<file path="src/shared/pdld_pkg.sv">
package pdld_pkg;
  localparam int R_W = 10;
  localparam int N_W = 17;
  localparam int A_W = 4;
  localparam int B_W = 13;
  localparam int CP_W = 2;
  localparam int CUR_W = 3;
  localparam logic [R_W-1:0] R_MIN = 10'h004;
  localparam logic [R_W-1:0] R_ONE = 10'h001;
  localparam logic [B_W-1:0] B_MIN = 13'h0004;
  localparam logic [B_W-1:0] B_ONE = 13'h0001;
  localparam logic [A_W-1:0] A_ONE = 4'h1;
  localparam logic [4:0] PRE_HI_MOD = 5'h11;
  localparam logic [4:0] PRE_LO_MOD = 5'h10;
  localparam logic [4:0] PRE_ONE = 5'h01;
  // Pin positions inside the synchroniser vectors
  localparam int PIN_CNT = 6;
  localparam int PIN_REF = 0;
  localparam int PIN_VCO = 1;
  localparam int PIN_UP = 2;
  localparam int PIN_DN = 3;
  localparam int PIN_FS0 = 4;
  localparam int PIN_FS1 = 5;
  localparam logic [1:0] ARM_CAP = 2'h2;
  localparam logic [1:0] ARM_DONE = 2'h3;
  typedef enum logic [2:0] {
    PDLD_STANDBY = 3'h0,
    PDLD_RX = 3'h1,
    PDLD_TX = 3'h2,
    PDLD_OSC_IDLE = 3'h3,
    PDLD_PLL_IDLE = 3'h4
  } pdld_mode_t;
  // Stand-alone presets, indexed by {fs1, fs0}
  localparam logic [3:0][R_W-1:0] SA_REF = {10'h020, 10'h020, 10'h020, 10'h020};
  localparam logic [3:0][N_W-1:0] SA_FB = {17'h00E4C, 17'h00D8F, 17'h006C7, 17'h004EC};
  localparam logic [CP_W-1:0] DEF_PUMP = 2'h3;
  localparam logic DEF_POL = 1'b0;
  localparam logic [CUR_W-1:0] DEF_OSC_START = 3'h7;
  localparam logic [CUR_W-1:0] DEF_OSC_STEADY = 3'h2;
  localparam logic [CUR_W-1:0] DEF_VCO = 3'h3;
  localparam logic [15:0] DEF_LOCK_TIME = 16'h0010;
  localparam logic [15:0] DEF_ERR_TIME = 16'h0004;
  localparam logic DEF_LATCH = 1'b1;
endpackage : pdld_pkg

</file>
<file path="src/logic/pdld_ref_div.sv">
module pdld_ref_div
  import pdld_pkg::*;
(
  input wire logic clk_sys,
  input wire logic rst_n,
  input wire logic ref_tick,
  input wire logic restart,
  input wire logic [R_W-1:0] ref_div,
  output logic ref_pulse
);
  typedef struct packed {
    logic [R_W-1:0] cnt_ff;
    logic pulse_ff;
  } pdld_rd_t;
  pdld_rd_t st_ff;
  pdld_rd_t nxt_st;

  always_comb begin
    nxt_st = st_ff;
    nxt_st.pulse_ff = 1'b0;
    if (restart) begin
      nxt_st.cnt_ff = ref_div;
    end else if (ref_tick) begin
      if (st_ff.cnt_ff <= R_ONE) begin
        nxt_st.cnt_ff = ref_div;
        nxt_st.pulse_ff = 1'b1;
      end else begin
        nxt_st.cnt_ff = st_ff.cnt_ff - R_ONE;
      end
    end
  end

  always_ff @(posedge clk_sys) begin
    if (!rst_n) begin
      st_ff <= '0;
    end else begin
      st_ff <= nxt_st;
    end
  end

  assign ref_pulse = st_ff.pulse_ff;

  ref_terminal_a: assert property (@(posedge clk_sys) disable iff (!rst_n)
    st_ff.pulse_ff |-> $past(ref_tick) && $past(st_ff.cnt_ff) <= R_ONE && !$past(restart))
    else $error("comparison pulse without terminal count");
endmodule : pdld_ref_div

</file>
<file path="src/logic/pdld_fb_div.sv">
module pdld_fb_div
  import pdld_pkg::*;
(
  input wire logic clk_sys,
  input wire logic rst_n,
  input wire logic vco_tick,
  input wire logic restart,
  input wire logic [N_W-1:0] ratio,
  output logic fb_pulse
);
  typedef struct packed {
    logic [4:0] pre_ff;
    logic [A_W-1:0] a_ff;
    logic [B_W-1:0] b_ff;
    logic pulse_ff;
  } pdld_fb_t;
  pdld_fb_t st_ff;
  pdld_fb_t nxt_st;
  logic [4:0] modulus;

  // Swallow phase divides by the high modulus, then the low one
  assign modulus = (st_ff.a_ff != '0) ? PRE_HI_MOD : PRE_LO_MOD;

  always_comb begin
    nxt_st = st_ff;
    nxt_st.pulse_ff = 1'b0;
    if (restart) begin
      nxt_st.pre_ff = '0;
      nxt_st.a_ff = ratio[A_W-1:0];
      nxt_st.b_ff = ratio[N_W-1:A_W];
    end else if (vco_tick) begin
      if (st_ff.pre_ff == modulus - PRE_ONE) begin
        nxt_st.pre_ff = '0;
        if (st_ff.b_ff <= B_ONE) begin
          nxt_st.a_ff = ratio[A_W-1:0];
          nxt_st.b_ff = ratio[N_W-1:A_W];
          nxt_st.pulse_ff = 1'b1;
        end else begin
          nxt_st.b_ff = st_ff.b_ff - B_ONE;
          if (st_ff.a_ff != '0) begin
            nxt_st.a_ff = st_ff.a_ff - A_ONE;
          end
        end
      end else begin
        nxt_st.pre_ff = st_ff.pre_ff + PRE_ONE;
      end
    end
  end

  always_ff @(posedge clk_sys) begin
    if (!rst_n) begin
      st_ff <= '0;
    end else begin
      st_ff <= nxt_st;
    end
  end

  assign fb_pulse = st_ff.pulse_ff;

  swallow_modulus_a: assert property (@(posedge clk_sys) disable iff (!rst_n)
    (vco_tick && !restart && st_ff.a_ff != '0 && st_ff.pre_ff == PRE_LO_MOD - PRE_ONE)
    |=> st_ff.pre_ff == PRE_LO_MOD)
    else $error("prescaler left the high modulus early");
  fb_terminal_a: assert property (@(posedge clk_sys) disable iff (!rst_n)
    st_ff.pulse_ff |-> $past(vco_tick) && $past(st_ff.b_ff) <= B_ONE)
    else $error("feedback pulse without program count end");
endmodule : pdld_fb_div

</file>
<file path="src/logic/pdld_synth.sv">
module pdld_synth
  import pdld_pkg::*;
#(
  parameter int CNT_W = 8
) (
  input wire logic clk_sys,
  input wire logic rst_n,
  input wire logic ref_osc_clk,
  input wire logic vco_fb_clk,
  input wire logic pd_up,
  input wire logic pd_down,
  input wire logic freq_sel0_serial_enable_pin,
  input wire logic freq_sel1_lock_pin_level,
  input wire logic [2:0] operating_mode_sel,
  input wire logic settings_wr,
  input wire logic [R_W-1:0] rx_ref_divider,
  input wire logic [N_W-1:0] rx_feedback_ratio,
  input wire logic [R_W-1:0] tx_ref_divider,
  input wire logic [N_W-1:0] tx_feedback_ratio,
  input wire logic [CP_W-1:0] pump_current_sel,
  input wire logic detector_polarity_bit,
  input wire logic [CNT_W-1:0] lock_time_count,
  input wire logic [CNT_W-1:0] error_time_count,
  input wire logic lock_latch_sel,
  input wire logic [CUR_W-1:0] osc_startup_current,
  input wire logic [CUR_W-1:0] osc_steady_current,
  input wire logic [CUR_W-1:0] vco_current_sel,
  output logic ref_cmp_pulse,
  output logic fb_cmp_pulse,
  output logic programmable_mode,
  output logic lock_indication,
  output logic freq_sel1_lock_pin,
  output logic freq_sel1_lock_pin_oe,
  output logic [CP_W-1:0] pump_current,
  output logic detector_polarity,
  output logic [CUR_W-1:0] osc_start_cur,
  output logic [CUR_W-1:0] osc_steady_cur,
  output logic amp_reg_en,
  output logic [CUR_W-1:0] vco_current,
  output logic setting_invalid
);
  if (CNT_W < 2 || CNT_W > 16) begin : g_cnt_chk
    $error("CNT_W must lie between 2 and 16");
  end

  localparam logic [CNT_W-1:0] CNT_ONE = CNT_W'(1);

  ////////////////////////////////////////////////////////////////////////////
  typedef struct packed {
    logic [PIN_CNT-1:0] sync1_ff;
    logic [PIN_CNT-1:0] sync2_ff;
    logic [PIN_CNT-1:0] prev_ff;
    logic [1:0] arm_ff;
    logic fs0_ref_ff;
    logic prog_ff;
    logic [R_W-1:0] rx_ref_ff;
    logic [N_W-1:0] rx_n_ff;
    logic [R_W-1:0] tx_ref_ff;
    logic [N_W-1:0] tx_n_ff;
    pdld_mode_t mode_ff;
    logic last_tx_ff;
    logic restart_ff;
    logic [CNT_W-1:0] lock_cnt_ff;
    logic [CNT_W-1:0] err_cnt_ff;
    logic lock_ind_ff;
    logic pin_out_ff;
    logic pin_oe_ff;
    logic [CP_W-1:0] pump_ff;
    logic pol_ff;
    logic [CUR_W-1:0] osc_start_ff;
    logic [CUR_W-1:0] osc_steady_ff;
    logic amp_reg_ff;
    logic [CUR_W-1:0] vco_cur_ff;
    logic invalid_ff;
  } pdld_st_t;
  pdld_st_t st_ff;
  pdld_st_t nxt_st;

  ////////////////////////////////////////////////////////////////////////////
  // Undefined mode codes behave as standby
  function automatic pdld_mode_t decode_mode(input logic [2:0] code);
    pdld_mode_t res;
    unique case (code)
      PDLD_RX: res = PDLD_RX;
      PDLD_TX: res = PDLD_TX;
      PDLD_OSC_IDLE: res = PDLD_OSC_IDLE;
      PDLD_PLL_IDLE: res = PDLD_PLL_IDLE;
      default: res = PDLD_STANDBY;
    endcase
    return res;
  endfunction : decode_mode

  function automatic logic pll_on(input pdld_mode_t md);
    return md == PDLD_RX || md == PDLD_TX || md == PDLD_PLL_IDLE;
  endfunction : pll_on

  function automatic logic ratio_ok(input logic [R_W-1:0] r, input logic [N_W-1:0] n);
    logic [B_W-1:0] b;
    logic [A_W-1:0] a;
    b = n[N_W-1:A_W];
    a = n[A_W-1:0];
    return r >= R_MIN && b >= B_MIN && b > B_W'(a);
  endfunction : ratio_ok

  ////////////////////////////////////////////////////////////////////////////
  logic [PIN_CNT-1:0] pins;
  logic [PIN_CNT-1:0] tick;
  pdld_mode_t mode_w;
  logic use_tx;
  logic [R_W-1:0] r_act;
  logic [N_W-1:0] n_act;
  logic ovl_w;
  logic rtick_w;
  logic wr_ok;
  logic restart_w;
  logic unlock_w;
  logic [CNT_W-1:0] lt_w;
  logic [CNT_W-1:0] et_w;
  logic latch_w;
  logic [1:0] preset_idx;

  assign pins = {freq_sel1_lock_pin_level, freq_sel0_serial_enable_pin,
                 pd_down, pd_up, vco_fb_clk, ref_osc_clk};
  assign tick = st_ff.sync2_ff & ~st_ff.prev_ff;
  assign mode_w = decode_mode(operating_mode_sel);
  // PLL idle reuses whichever pair was last in service
  assign use_tx = mode_w == PDLD_TX || (mode_w != PDLD_RX && st_ff.last_tx_ff);
  assign r_act = use_tx ? st_ff.tx_ref_ff : st_ff.rx_ref_ff;
  assign n_act = use_tx ? st_ff.tx_n_ff : st_ff.rx_n_ff;
  assign ovl_w = st_ff.sync2_ff[PIN_UP] && st_ff.sync2_ff[PIN_DN];
  assign rtick_w = tick[PIN_REF];
  assign wr_ok = st_ff.prog_ff && settings_wr;
  assign preset_idx = {st_ff.sync2_ff[PIN_FS1], st_ff.sync2_ff[PIN_FS0]};
  assign lt_w = st_ff.prog_ff ? lock_time_count : CNT_W'(DEF_LOCK_TIME);
  assign et_w = st_ff.prog_ff ? error_time_count : CNT_W'(DEF_ERR_TIME);
  assign latch_w = st_ff.prog_ff ? lock_latch_sel : DEF_LATCH;
  // A mode change into rx, tx or PLL idle, or a settings write in programmable mode, restarts the loop
  assign restart_w = wr_ok || (mode_w != st_ff.mode_ff && pll_on(mode_w))
                     || (st_ff.arm_ff != ARM_DONE);
  assign unlock_w = rtick_w && !ovl_w && st_ff.err_cnt_ff == '0;

  ////////////////////////////////////////////////////////////////////////////
  always_comb begin
    nxt_st = st_ff;
    nxt_st.sync1_ff = pins;
    nxt_st.sync2_ff = st_ff.sync1_ff;
    nxt_st.prev_ff = st_ff.sync2_ff;
    nxt_st.restart_ff = restart_w;
    nxt_st.mode_ff = mode_w;
    // Strap level is caught only once the synchroniser holds real data
    if (st_ff.arm_ff != ARM_DONE) begin
      nxt_st.arm_ff = st_ff.arm_ff + 2'h1;
      if (st_ff.arm_ff == ARM_CAP) begin
        nxt_st.fs0_ref_ff = st_ff.sync2_ff[PIN_FS0];
      end
    end else if (st_ff.sync2_ff[PIN_FS0] != st_ff.fs0_ref_ff) begin
      nxt_st.prog_ff = 1'b1;
    end
    if (mode_w == PDLD_RX) begin
      nxt_st.last_tx_ff = 1'b0;
    end else if (mode_w == PDLD_TX) begin
      nxt_st.last_tx_ff = 1'b1;
    end
    if (!st_ff.prog_ff) begin
      nxt_st.rx_ref_ff = SA_REF[preset_idx];
      nxt_st.rx_n_ff = SA_FB[preset_idx];
      nxt_st.tx_ref_ff = SA_REF[preset_idx];
      nxt_st.tx_n_ff = SA_FB[preset_idx];
      nxt_st.pump_ff = DEF_PUMP;
      nxt_st.pol_ff = DEF_POL;
      nxt_st.osc_start_ff = DEF_OSC_START;
      nxt_st.osc_steady_ff = DEF_OSC_STEADY;
      nxt_st.vco_cur_ff = DEF_VCO;
    end else begin
      if (settings_wr) begin
        nxt_st.rx_ref_ff = rx_ref_divider;
        nxt_st.rx_n_ff = rx_feedback_ratio;
        nxt_st.tx_ref_ff = tx_ref_divider;
        nxt_st.tx_n_ff = tx_feedback_ratio;
      end
      nxt_st.pump_ff = pump_current_sel;
      nxt_st.pol_ff = detector_polarity_bit;
      nxt_st.osc_start_ff = osc_startup_current;
      nxt_st.osc_steady_ff = osc_steady_current;
      nxt_st.vco_cur_ff = vco_current_sel;
    end
    nxt_st.amp_reg_ff = nxt_st.osc_start_ff != nxt_st.osc_steady_ff;
    nxt_st.invalid_ff = !ratio_ok(r_act, n_act);
    // Lock detection only makes sense while the synthesizer runs
    if (restart_w || !pll_on(mode_w)) begin
      nxt_st.lock_cnt_ff = lt_w;
      nxt_st.err_cnt_ff = et_w;
      nxt_st.lock_ind_ff = 1'b0;
    end else begin
      if (ovl_w) begin
        nxt_st.err_cnt_ff = et_w;
      end else if (rtick_w && st_ff.err_cnt_ff != '0) begin
        nxt_st.err_cnt_ff = st_ff.err_cnt_ff - CNT_ONE;
      end
      if (unlock_w) begin
        nxt_st.lock_cnt_ff = lt_w;
        if (latch_w) begin
          nxt_st.lock_ind_ff = 1'b0;
        end
      end else if (rtick_w && ovl_w) begin
        if (st_ff.lock_cnt_ff != '0) begin
          nxt_st.lock_cnt_ff = st_ff.lock_cnt_ff - CNT_ONE;
        end
        if (st_ff.lock_cnt_ff <= CNT_ONE) begin
          nxt_st.lock_ind_ff = 1'b1;
        end
      end
    end
    nxt_st.pin_oe_ff = nxt_st.prog_ff;
    nxt_st.pin_out_ff = nxt_st.prog_ff && nxt_st.lock_ind_ff;
  end

  always_ff @(posedge clk_sys) begin
    if (!rst_n) begin
      st_ff <= '0;
    end else begin
      st_ff <= nxt_st;
    end
  end

  ////////////////////////////////////////////////////////////////////////////
  // Output rate is N times comparison rate once the loop settles
  pdld_ref_div i_pdld_ref_div (
    .clk_sys(clk_sys),
    .rst_n(rst_n),
    .ref_tick(rtick_w),
    .restart(st_ff.restart_ff),
    .ref_div(r_act),
    .ref_pulse(ref_cmp_pulse)
  );

  pdld_fb_div i_pdld_fb_div (
    .clk_sys(clk_sys),
    .rst_n(rst_n),
    .vco_tick(tick[PIN_VCO]),
    .restart(st_ff.restart_ff),
    .ratio(n_act),
    .fb_pulse(fb_cmp_pulse)
  );

  assign programmable_mode = st_ff.prog_ff;
  assign lock_indication = st_ff.lock_ind_ff;
  assign freq_sel1_lock_pin = st_ff.pin_out_ff;
  assign freq_sel1_lock_pin_oe = st_ff.pin_oe_ff;
  assign pump_current = st_ff.pump_ff;
  assign detector_polarity = st_ff.pol_ff;
  assign osc_start_cur = st_ff.osc_start_ff;
  assign osc_steady_cur = st_ff.osc_steady_ff;
  assign amp_reg_en = st_ff.amp_reg_ff;
  assign vco_current = st_ff.vco_cur_ff;
  assign setting_invalid = st_ff.invalid_ff;

  ////////////////////////////////////////////////////////////////////////////
  lock_pin_off_a: assert property (@(posedge clk_sys) disable iff (!rst_n)
    !st_ff.prog_ff |-> !freq_sel1_lock_pin_oe && !freq_sel1_lock_pin)
    else $error("lock pin driven in stand-alone mode");
  prog_sticky_a: assert property (@(posedge clk_sys) disable iff (!rst_n)
    st_ff.prog_ff |=> st_ff.prog_ff)
    else $error("programmable mode was left");
  settings_hold_a: assert property (@(posedge clk_sys) disable iff (!rst_n)
    (st_ff.prog_ff && !settings_wr) |=> $stable(st_ff.rx_n_ff) && $stable(st_ff.tx_ref_ff))
    else $error("divider settings changed without a write");
  lock_idle_a: assert property (@(posedge clk_sys) disable iff (!rst_n)
    !ovl_w |=> st_ff.lock_cnt_ff == $past(st_ff.lock_cnt_ff)
               || st_ff.lock_cnt_ff == $past(lt_w))
    else $error("lock counter moved without overlap");
  lock_set_a: assert property (@(posedge clk_sys) disable iff (!rst_n)
    $rose(st_ff.lock_ind_ff) |-> $past(st_ff.lock_cnt_ff) <= CNT_ONE && $past(rtick_w && ovl_w))
    else $error("lock asserted before count completed");
  unlock_drop_a: assert property (@(posedge clk_sys) disable iff (!rst_n)
    (unlock_w && latch_w && pll_on(mode_w))
    |=> !st_ff.lock_ind_ff && st_ff.lock_cnt_ff == $past(lt_w))
    else $error("unlock did not reload the lock counter");
  err_reload_a: assert property (@(posedge clk_sys) disable iff (!rst_n)
    ovl_w |=> st_ff.err_cnt_ff == $past(et_w))
    else $error("error counter not reloaded on overlap");
  latch_hold_a: assert property (@(posedge clk_sys) disable iff (!rst_n)
    (st_ff.lock_ind_ff && !latch_w && pll_on(mode_w) && !restart_w) |=> st_ff.lock_ind_ff)
    else $error("latched lock indication dropped");
  entry_clear_a: assert property (@(posedge clk_sys) disable iff (!rst_n)
    restart_w |=> !st_ff.lock_ind_ff && !st_ff.pin_out_ff)
    else $error("lock indication survived a restart");
  idle_keep_a: assert property (@(posedge clk_sys) disable iff (!rst_n)
    (mode_w == PDLD_PLL_IDLE) |=> st_ff.last_tx_ff == $past(st_ff.last_tx_ff))
    else $error("idle mode changed the selected pair");
endmodule : pdld_synth

</file>
<file path="config.mk">
export PLATFORM = sky130hd
export DESIGN_NAME = pdld_synth
export DESIGN_NICKNAME = d
export VERILOG_FILES = /design/src/shared/pdld_pkg.sv /design/src/logic/pdld_ref_div.sv /design/src/logic/pdld_fb_div.sv /design/src/logic/pdld_synth.sv
export SDC_FILE = /design/constraint.sdc
export NUM_CORES = 1
export LEC_CHECK = 0
export ABC_AREA = 1
export BUFFER_PORTS_ARGS = -buffer_cell sky130_fd_sc_hd__buf_4
export CAP_MARGIN = 20
export CORE_MARGIN = 2
export CORE_UTILIZATION = 52
export DETAILED_ROUTE_END_ITERATION = 7
export GPL_ROUTABILITY_DRIVEN = 0
export GPL_TIMING_DRIVEN = 0
export PLACE_DENSITY = 0.76
export SYNTH_ARGS = -nofsm -noshare
export SYNTH_HDL_FRONTEND = slang
export SYNTH_HIERARCHICAL = 1
export SYNTH_SLANG_ARGS = --single-unit
</file>
<file path="constraint.sdc">
create_clock -name clk_sys -period 1.95 [get_ports clk_sys]
set_input_delay 0.0975 -clock clk_sys [delete_from_list [all_inputs] [get_ports clk_sys]]
set_output_delay 0.0975 -clock clk_sys [all_outputs]
set_load 0.005 [all_outputs]
</file>
==> flow_summary.toml, run 1 <==
[finish]
fillers = 1193
drive_gt1_share_pct = 17.8
syn_to_final_growth_pct = 34.1
fin_area_mm2 = 0.0107
nets = 1556
diodes = 0
multi_input_area_mm2 = 0.00425
regArea_mm2 = 0.00286
final_cells = 1640

[floorplan]
die_w_um = 128
core_area_mm2 = 0.0151
start_util_pct = 52.8
top_level_ports = 115
fp.dieArea_mm2 = 0.0163
die_y_um = 128
num_rows = 45

[place]
placed_cells = 1523
placed_area_mm2 = 0.00906
place_ws_ns = -0.522
portBuffers = 114
dp_hpwl_um = 15700

[critical_path]
critPathArrivalTime_ns = 2.27
path_class = "reg -> reg"
r2r_start = "st_ff[34]"
r2r_setup_slack_ns = -0.04
path_cells = "inv_2, nand2_4, nand2_4, buf_12, buf_8, o21ai_4, ha_4, nand2_2, and3b_1, nor2_2, nand2_2, nand3_2, a21oi_2"
crit_required_ns = 2.23
critical_path.max_stage_delay_ns = 0.34
worstPathMaxFanout = 5
reg2reg_to = "setting_invalid"
cp-end-kind = "flip-flop"
rr_worst_depth = 13
cp_slowest_cell = "dfxtp_2"
critPathLaunchType = "flip-flop"

[detailed_routing]
vias_per_cell = 5.13
dr.pass1.iters = 5
drtIter0Drc = 649
drc = 0
detail_route.wl_per_cell_um = 14.4
antenna_left = 0
wl_um = 23600
vias = 8409

[power_and_ir_drop]
powerDensity_mw_per_mm2 = 761
irDropWorstVdd_v = 0.000682
total_power_mw = 8.13
p_leak_nw = 5.27

[synthesis]
synth.distinct_cells = 45
synth_top_family_by_area = "simple AND/OR/NAND/NOR gates"
syn_nets = 1337
postSynthCellCount = 1221
ys_warn_count = 6
synth.most_common_cell = "nand2_1"
muxShareOfSynthArea_pct = 0
synthAdderAreaFrac_pct = 3.30
synth_enable_flop_cells = 0
yosys_most_used_dff = "dfxtp_1"
synth_compound_area_share_pct = 12.0
netlist_area_mm2 = 0.00797
synthSimpleGateAreaFrac_pct = 33.4
synth_top_area_cell = "dfxtp_1"
ys_seq_elements = 143
synth_xor_area_share_pct = 2.42
synth-seq-area-share_pct = 35.9
synth.top_cells.by_count = "nand2_1 (370), inv_1 (187), dfxtp_1 (143), nor2_1 (122), a21oi_1 (88)"
async_reset_ff_share_pct = 0
netlist_top_cells_area = "dfxtp_1 (36%), nand2_1 (17%), inv_1 (8.8%)"
yosysTopAreaCellShare_pct = 35.9
postSynthAreaPerCell_um2 = 6.53

[worst_hold_path]
min-delay-start = "error_time_count[0]"
min_to = "st_ff[17]"
hp-class = "in -> reg"
holdPathStages = 5

[timing]
tightest_slew_ns = 0.776
relSlewSlack_pct = 48.3
slew_viol_final = 0
worst_slack_ns = -0.0350
tns_ns = -0.0350
fmax_mhz = 504
skew_ns = 0.00554
period_share_pct = 102
finalCriticalPeriod_ns = 1.99
setup_viol = 1
hold_viol = 0
grt_setup_unrepaired = "yes"

[global_routing]
grt_pass1_vias = 8009
grt_pass1_wl_um = 37400
overflow = 0
antenna_found_initial = 0
grt_max_degree = 17
gr-usage-all-layers_pct = 28.8

[cts]
clkSlewWorstSetupHoldPaths_ns = 0.07
cts_sinks = 143
root_buffer = "clkbuf_16"
cts_buffers = 17
h-tree-depth = 4
cts_tree = "yes"
clk_latency_ns = 0.43
clockBufferDepth = 2

[job]
cap_violations = 0

[run_status]
status = "finished, violations left"
violations = "setup timing"
worst max-delay path by stage:
stage,from,endpoint,cells after the start,slack [ns]
finish,st_ff[34],setting_invalid,13,-0.04
global route,st_ff[34],setting_invalid,14,-0.12
CTS,st_ff[34],setting_invalid,11,-0.01
detailed placement,operating_mode_sel[2],setting_invalid,18,-0.52
global placement,operating_mode_sel[2],setting_invalid,17,-0.52
floorplan,st_ff[34],setting_invalid,16,0.01
worst max-delay path, delay by kind of cell (launching register included):
kind,cells,cell delay (ns)
AOI/OAI and AO/OA,2,0.26
and+or+nand+nor,7,0.68
adders and majority gates,1,0.23
buffers and inverters,3,0.32
DFF,1,0.34
layout by cell type, fill, tap and decap left out, drive strengths merged, types with 2 or more instances in the layout:
cell,netlist,layout
nand3b,6,6
clkinvlp,0,3
xnor2,10,10
nand3,81,81
a21boi,5,5
ha,21,21
o221a,2,2
dlygate4sd3,0,75
nor2,133,133
or2,9,9
clkinv,0,6
o21ai,43,43
o211ai,12,12
buf,28,153
a21oi,89,89
a22oi,14,14
dfxtp,143,143
nand4,4,4
nor3,4,4
xor2,12,12
inv,193,197
clkbuf,23,40
nand2,382,382
power breakdown:
group | switching [mW] | internal [mW] | total [mW]
clock network | 1.36 | 1.77 | 3.13
registers | 0.0974 | 3.05 | 3.15
logic | 1.06 | 0.800 | 1.86
total | 2.52 | 5.62 | 8.13
cells by family (layout without fill, tap and decap cells):
| logic type | count (synthesis) | in the layout |
|---|---|---|
| fa+ha+maj | 21 | 21 |
| compound gates | 168 | 168 |
| simple gates | 622 | 622 |
| xor+xnor | 22 | 22 |
| flops | 143 | 143 |
| buf+inv | 245 | 476 |
layer usage:
metal	track usage (%)	part of all wire (%)	vias up
met5	0	0	-
met4	11.5	2.8	0
met3	5.93	5.6	50
met2	51.6	50	293
met1	33.7	42	3846
li1	-	-	4220
sequential cells by signal, summed over array words and instances, names as in the netlist:
| name | cells |
|---|---|
| amp_reg_en | 1 |
| detector_polarity | 1 |
| freq_sel1_lock_pin | 1 |
| freq_sel1_lock_pin_oe | 1 |
| i_pdld_fb_div/fb_pulse | 1 |
| i_pdld_fb_div/st_ff | 22 |
| i_pdld_ref_div/ref_pulse | 1 |
| i_pdld_ref_div/st_ff | 10 |
| lock_indication | 1 |
| nxt_st | 12 |
| osc_start_cur | 3 |
| osc_steady_cur | 3 |
| pump_current | 2 |
| setting_invalid | 1 |
| st_ff | 80 |
| vco_current | 3 |
through the flow:
stage          hold WS, ns  util [%]
3_3_place_gp         0.278      60.1
3_5_place_dp         0.281      60.1
5_1_grt             0.0173      70.8
6_report           0.00936      70.8
2_1_floorplan        0.195         -
4_1_cts            0.00206      70.0
timing repair:
action	in CTS	in global routing
endpoints found under the hold margin	79	0
pin swaps	8	14
gates resized for setup	33	23
cloned	1	0
buffers inserted	7	4
hold buffers	75	0
endpoints found under the setup margin	11	51
final cells by class:
type                    count  area share [%]
well taps                 188            2.20
clock buffers              17            3.98
clock inverters            14            1.26
repair buffers            201            16.2
flip-flops and latches    143            26.8
multi-input cells         833            39.8
inverters                 193            6.82
plain buffers              51            2.97
(Power assumes the default switching activity.)
==> run 2, diff against run 1 <==
--- a/config.mk
+++ b/config.mk
@@ -14,6 +14,7 @@
 export GPL_ROUTABILITY_DRIVEN = 0
 export GPL_TIMING_DRIVEN = 0
 export PLACE_DENSITY = 0.76
+export REMOVE_ABC_BUFFERS = 1
 export SYNTH_ARGS = -nofsm -noshare
 export SYNTH_HDL_FRONTEND = slang
 export SYNTH_HIERARCHICAL = 1
==> run 2 against run 1 <==
Non-clock buffer count down 44; sequential share of layout area up 0.40 points; final area down 1.3%; clock skew up 0.0032 ns; first-iteration DRC count up 3.2%; setup slack better by 0.084 ns; combinational power down 4%; critical path type unchanged; highest routed layer unchanged; the flow now finishes without violations.
==> flow_summary.toml, run 2 (synthesized netlist as in run 1, its figures left out) <==
[run_status]
status = "completed"

[cts]
clockBufferDepth = 2
cts_tree = "yes"
h-tree-depth = 4
cts_buffers = 17
cts_sinks = 143
root_buffer = "clkbuf_16"
clkSlewWorstSetupHoldPaths_ns = 0.06
clk_latency_ns = 0.43

[critical_path]
cp-end-kind = "flip-flop"
crit_required_ns = 2.26
critPathArrivalTime_ns = 2.21
critical_path.max_stage_delay_ns = 0.32
cp_slowest_cell = "dfxtp_2"
critPathLaunchType = "flip-flop"
path_cells = "inv_2, nand2_8, nand2_8, buf_4, nand2_1, nand2_1, ha_1, and3b_1, nor2_1, nand2_1, nand3_2, a21oi_2"
cp_common_cell = "nand2_1"
worstPathMaxFanout = 4
path_class = "reg -> reg"

[finish]
syn_to_final_growth_pct = 32.4
diodes = 0
drive_gt1_share_pct = 17.8
final_cells = 1600
layout_commonest_cell = "nand2_1"
fillers = 1202
largest_reg_flops = 80
final_cell_mix = "nand2_1 (363), inv_1 (181), dfxtp_1 (140), buf_4 (130), nor2_1 (119)"
nets = 1515
top_register = "st_ff"
final_util_pct = 69.9

[timing]
finalCriticalPeriod_ns = 1.90
skew_ns = 0.00873
fmax_mhz = 526
relSlewSlack_pct = 43.2
tightest_slew_ns = 0.848
hold_viol = 0
tns_ns = 0
setup_viol = 0
period_share_pct = 97.5
whs_ns = 0.00509
slew_viol_final = 0

[global_routing]
gr-usage-all-layers_pct = 27.4
grt_max_degree = 60
overflow = 0
antenna_found_initial = 0
grt_pass1_vias = 7825
grt_pass1_wl_um = 35900

[detailed_routing]
antenna_left = 0
drtIter0Drc = 670
dr.pass1.iters = 6
detail_route.wl_per_cell_um = 14.0
vias_per_cell = 5.12
vias = 8197
drc = 0
wl_um = 22400

[power_and_ir_drop]
p_seq_share_pct = 38.4
p_leak_nw = 5.17
irDropWorstVdd_v = 0.000650
switching_share_pct = 29.7
power.internal_mw = 5.78
p_switching_mw = 2.44
powerDensity_mw_per_mm2 = 779
total_power_mw = 8.22
clockPowerShare_pct = 40.0
combPwrFrac_pct = 21.7

[floorplan]
start_util_pct = 52.8
die_y_um = 128
core_area_mm2 = 0.0151
fp.dieArea_mm2 = 0.0163
die_w_um = 128
top_level_ports = 115
num_rows = 45

[place]
portBuffers = 114
placed_cells = 1473
dp_hpwl_um = 13500

[worst_hold_path]
hp-class = "in -> reg"

[job]
cap_violations = 0
==> run 2: per-stage QoR <==
| stage | area [µm²] | setup slack, ns |
|---|---|---|
| 6_report | 10600 | 0.0493 |
| 5_1_grt | 10600 | -0.0118 |
| 4_1_cts | 10400 | 0.000959 |
| 3_5_place_dp | 8810 | -1.06 |
| 3_3_place_gp | 8760 | -3.58 |
| 2_1_floorplan | 7670 | -1.30 |
==> run 2: layer usage <==
metal	up-vias	GRT usage, %	part of all wire [%]
met5	-	0	0
met4	0	10.7	2.7
met3	46	6.22	6.3
met2	282	47.7	49
met1	3736	32.8	42
li1	4133	-	-
==> run 2: path summary, 6_finish.rpt <==
check / cells after the start / slack (ns) / to / startpoint
setup / recovery: 12 / 0.05 / setting_invalid / st_ff[34]
hold / removal: 5 / 0.005 / st_ff[43] / tx_feedback_ratio[5]
setup reg to reg: 12 / 0.05 / setting_invalid / st_ff[34]
hold reg to reg: 2 / 0.41 / nxt_st[98] / nxt_st[104]
==> run 2: critical path, delay by kind of cell (launching register included) <==
kind,cells,cell delay (ns)
AND/OR/NAND/NOR,8,0.89
flip-flops,1,0.32
buffers and inverters,2,0.25
adder cells (fa/ha/maj),1,0.25
AO/OA/AOI/OAI,1,0.06
==> run 2: what timing repair did <==
item,4_1_cts,5_1_grt
endpoints found under the setup margin,85,32
cloned,2,1
setup buffers,15,4
gates resized for setup,30,23
pin swaps,9,4
hold buffers,72,0
hold endpoints to repair,71,0
==> run 2: area by class of cell <==
| class | instances | area, µm² | share of cell area [%] |
|---|---|---|---|
| multi-input combinational | 835 | 4290 | 40.6 |
| sequential | 143 | 2870 | 27.2 |
| timing repair buffer | 208 | 1810 | 17.1 |
| inverter | 193 | 746 | 7.07 |
| clock buffer | 20 | 467 | 4.42 |
| tap | 188 | 235 | 2.23 |
| clock inverter | 12 | 134 | 1.27 |
| timing repair inverter | 1 | 7.51 | 0.0711 |
==> run 2: power groups by stage <==
stage          Combinational (mW)  Clock [mW]  Sequential (mW)
2_1_floorplan                1.01           0             3.19
3_3_place_gp                 1.43           0             3.22
3_5_place_dp                 1.48           0             3.21
4_1_cts                      1.69        3.32             3.15
5_1_grt                      1.97        3.47             3.16
6_report                     1.78        3.28             3.15
==> run 3, diff against run 2 <==
--- a/config.mk
+++ b/config.mk
@@ -13,8 +13,10 @@
 export DETAILED_ROUTE_END_ITERATION = 7
 export GPL_ROUTABILITY_DRIVEN = 0
 export GPL_TIMING_DRIVEN = 0
-export PLACE_DENSITY = 0.76
+export PLACE_DENSITY = 0.78
+export RECOVER_POWER = 25
 export REMOVE_ABC_BUFFERS = 1
+export SLEW_MARGIN = 30
 export SYNTH_ARGS = -nofsm -noshare
 export SYNTH_HDL_FRONTEND = slang
 export SYNTH_HIERARCHICAL = 1
==> run 3 against run 2 <==
The run now ends with setup timing left; first-iteration DRC count increased by 2.8%; critical path type unchanged; clock skew decreased by 0.0024 ns; die area unchanged; register-to-register slack got worse by 0.09 ns; critical endpoint unchanged; largest power group unchanged.
==> flow_summary.toml, run 3 (synthesized netlist as in run 1, its figures left out) <==
[timing]
fmax_mhz = 502
setup_viol = 1
finalCriticalPeriod_ns = 1.99
slew_viol_final = 0
grt_setup_unrepaired = "yes"
worst_slack_ns = -0.0434
hold_viol = 0
period_share_pct = 102
tns_ns = -0.0434
relSlewSlack_pct = 38.9
tightest_slew_ns = 0.913
skew_ns = 0.00633

[cts]
root_buffer = "clkbuf_16"
cts_tree = "yes"
clkSlewWorstSetupHoldPaths_ns = 0.06
clk_latency_ns = 0.43
cts_sinks = 143
cts_buffers = 17
clockBufferDepth = 2
h-tree-depth = 4

[finish]
drive_gt1_share_pct = 18.0
final_cell_mix = "nand2_1 (361), inv_1 (181), dfxtp_1 (139), buf_4 (127), nor2_1 (118)"
regArea_mm2 = 0.00287
nets = 1518
top_register = "st_ff"
fillers = 1255
layout_commonest_cell = "nand2_1"
fin_area_mm2 = 0.0106
multi_input_area_mm2 = 0.00430
largest_reg_flops = 80
diodes = 0
syn_to_final_growth_pct = 32.6

[critical_path]
path_class = "reg -> reg"
worstPathMaxFanout = 5
crit_required_ns = 2.30
critPathLaunchType = "flip-flop"
cp-end-kind = "flip-flop"
critPathArrivalTime_ns = 2.35

[global_routing]
gr-usage-all-layers_pct = 27.4
grt_pass1_vias = 7737
grt_pass1_wl_um = 35900
grt_max_degree = 60
overflow = 0
antenna_found_initial = 0

[worst_hold_path]
hp-class = "in -> reg"

[power_and_ir_drop]
p_leak_nw = 5.17
powerDensity_mw_per_mm2 = 785
total_power_mw = 8.30
irDropWorstVdd_v = 0.000666

[job]
cap_violations = 0

[detailed_routing]
drtIter0Drc = 689
vias = 8214
detail_route.wl_per_cell_um = 13.9
wl_um = 22300
dr.pass1.iters = 5
antenna_left = 0
vias_per_cell = 5.13
drc = 0

[floorplan]
fp.dieArea_mm2 = 0.0163
die_w_um = 128
start_util_pct = 52.8
die_y_um = 128
core_area_mm2 = 0.0151
num_rows = 45
top_level_ports = 115

[place]
placed_area_mm2 = 0.00880
dp_hpwl_um = 13200
portBuffers = 114
place_ws_ns = -1.10

[run_status]
status = "finished, violations left"
violations = "setup timing"
run 3: cell types whose count changed in the layout (fill, tap and decap cells not counted), moves of 3 or more:
cell | before | now
nand2_4 | 7 | 4
nand2_2 | 11 | 14
clkinv_4 | 4 | 1
buf_4 | 130 | 127
clkbuf_4 | 0 | 7
run 3: timing repair:
action                     in CTS  in global routing
setup buffers                  15                  8
cloned                          2                  1
setup endpoints to repair      87                 33
gates resized for setup        33                 26
hold buffers                   73                  0
pin swaps                       9                  9
hold endpoints to repair       72                  0
run 3: per-stage QoR:
step	hold slack (ns)	std cells	util, %
after floorplan	0.191	1169	-
after global placement	0.283	1471	58.0
after detailed placement	0.282	1472	58.3
after CTS	0.00126	1593	68.9
after global routing	0.0165	1602	70.1
final	0.00325	1602	70.1
run 3: cell type report:
type                    count  share of cell area (%)
repair buffers            211                    17.1
clock inverters            12                    1.48
well taps                 188                    2.22
inverters                 193                    7.10
clock buffers              19                    4.19
flip-flops and latches    143                    27.2
multi-input cells         835                    40.7
repair inverters            1                  0.0710
run 3: worst max-delay path, stage by stage (launching register included):
cell,delay (ns)
dfxtp_2,0.33
inv_2,0.09
nand2_8,0.09
nand2_8,0.13
nand2_1,0.09
o21ai_2,0.13
ha_4,0.26
a21oi_2,0.19
o21ai_2,0.09
a21oi_2,0.13
nor2_1,0.07
nand2_1,0.07
nand3_2,0.11
a21oi_2,0.15
run 3: final timing paths:
check	start	endpoint	slack (ns)	cells after the start
worst min register to register	nxt_st[102]	nxt_st[96]	0.41	2
worst max-delay path	st_ff[34]	setting_invalid	-0.04	13
worst min-delay path	tx_feedback_ratio[8]	st_ff[46]	0.003	5
worst max register to register	st_ff[34]	setting_invalid	-0.04	13
run 3: power breakdown:
group          internal (mW)  total, mW  leakage [nW]  switching [mW]
logic                  0.740       1.77          3.70            1.03
clock network           2.05       3.36         0.294            1.31
registers               3.05       3.17          1.17           0.117
total                   5.84       8.30          5.17            2.46
run 3: layer usage:
metal / routed length [µm] / GRT usage [%]
met1: 9190 / 31.3
met2: 11000 / 49.1
met3: 1430 / 6.51
met4: 725 / 11.2
met5: 0 / 0
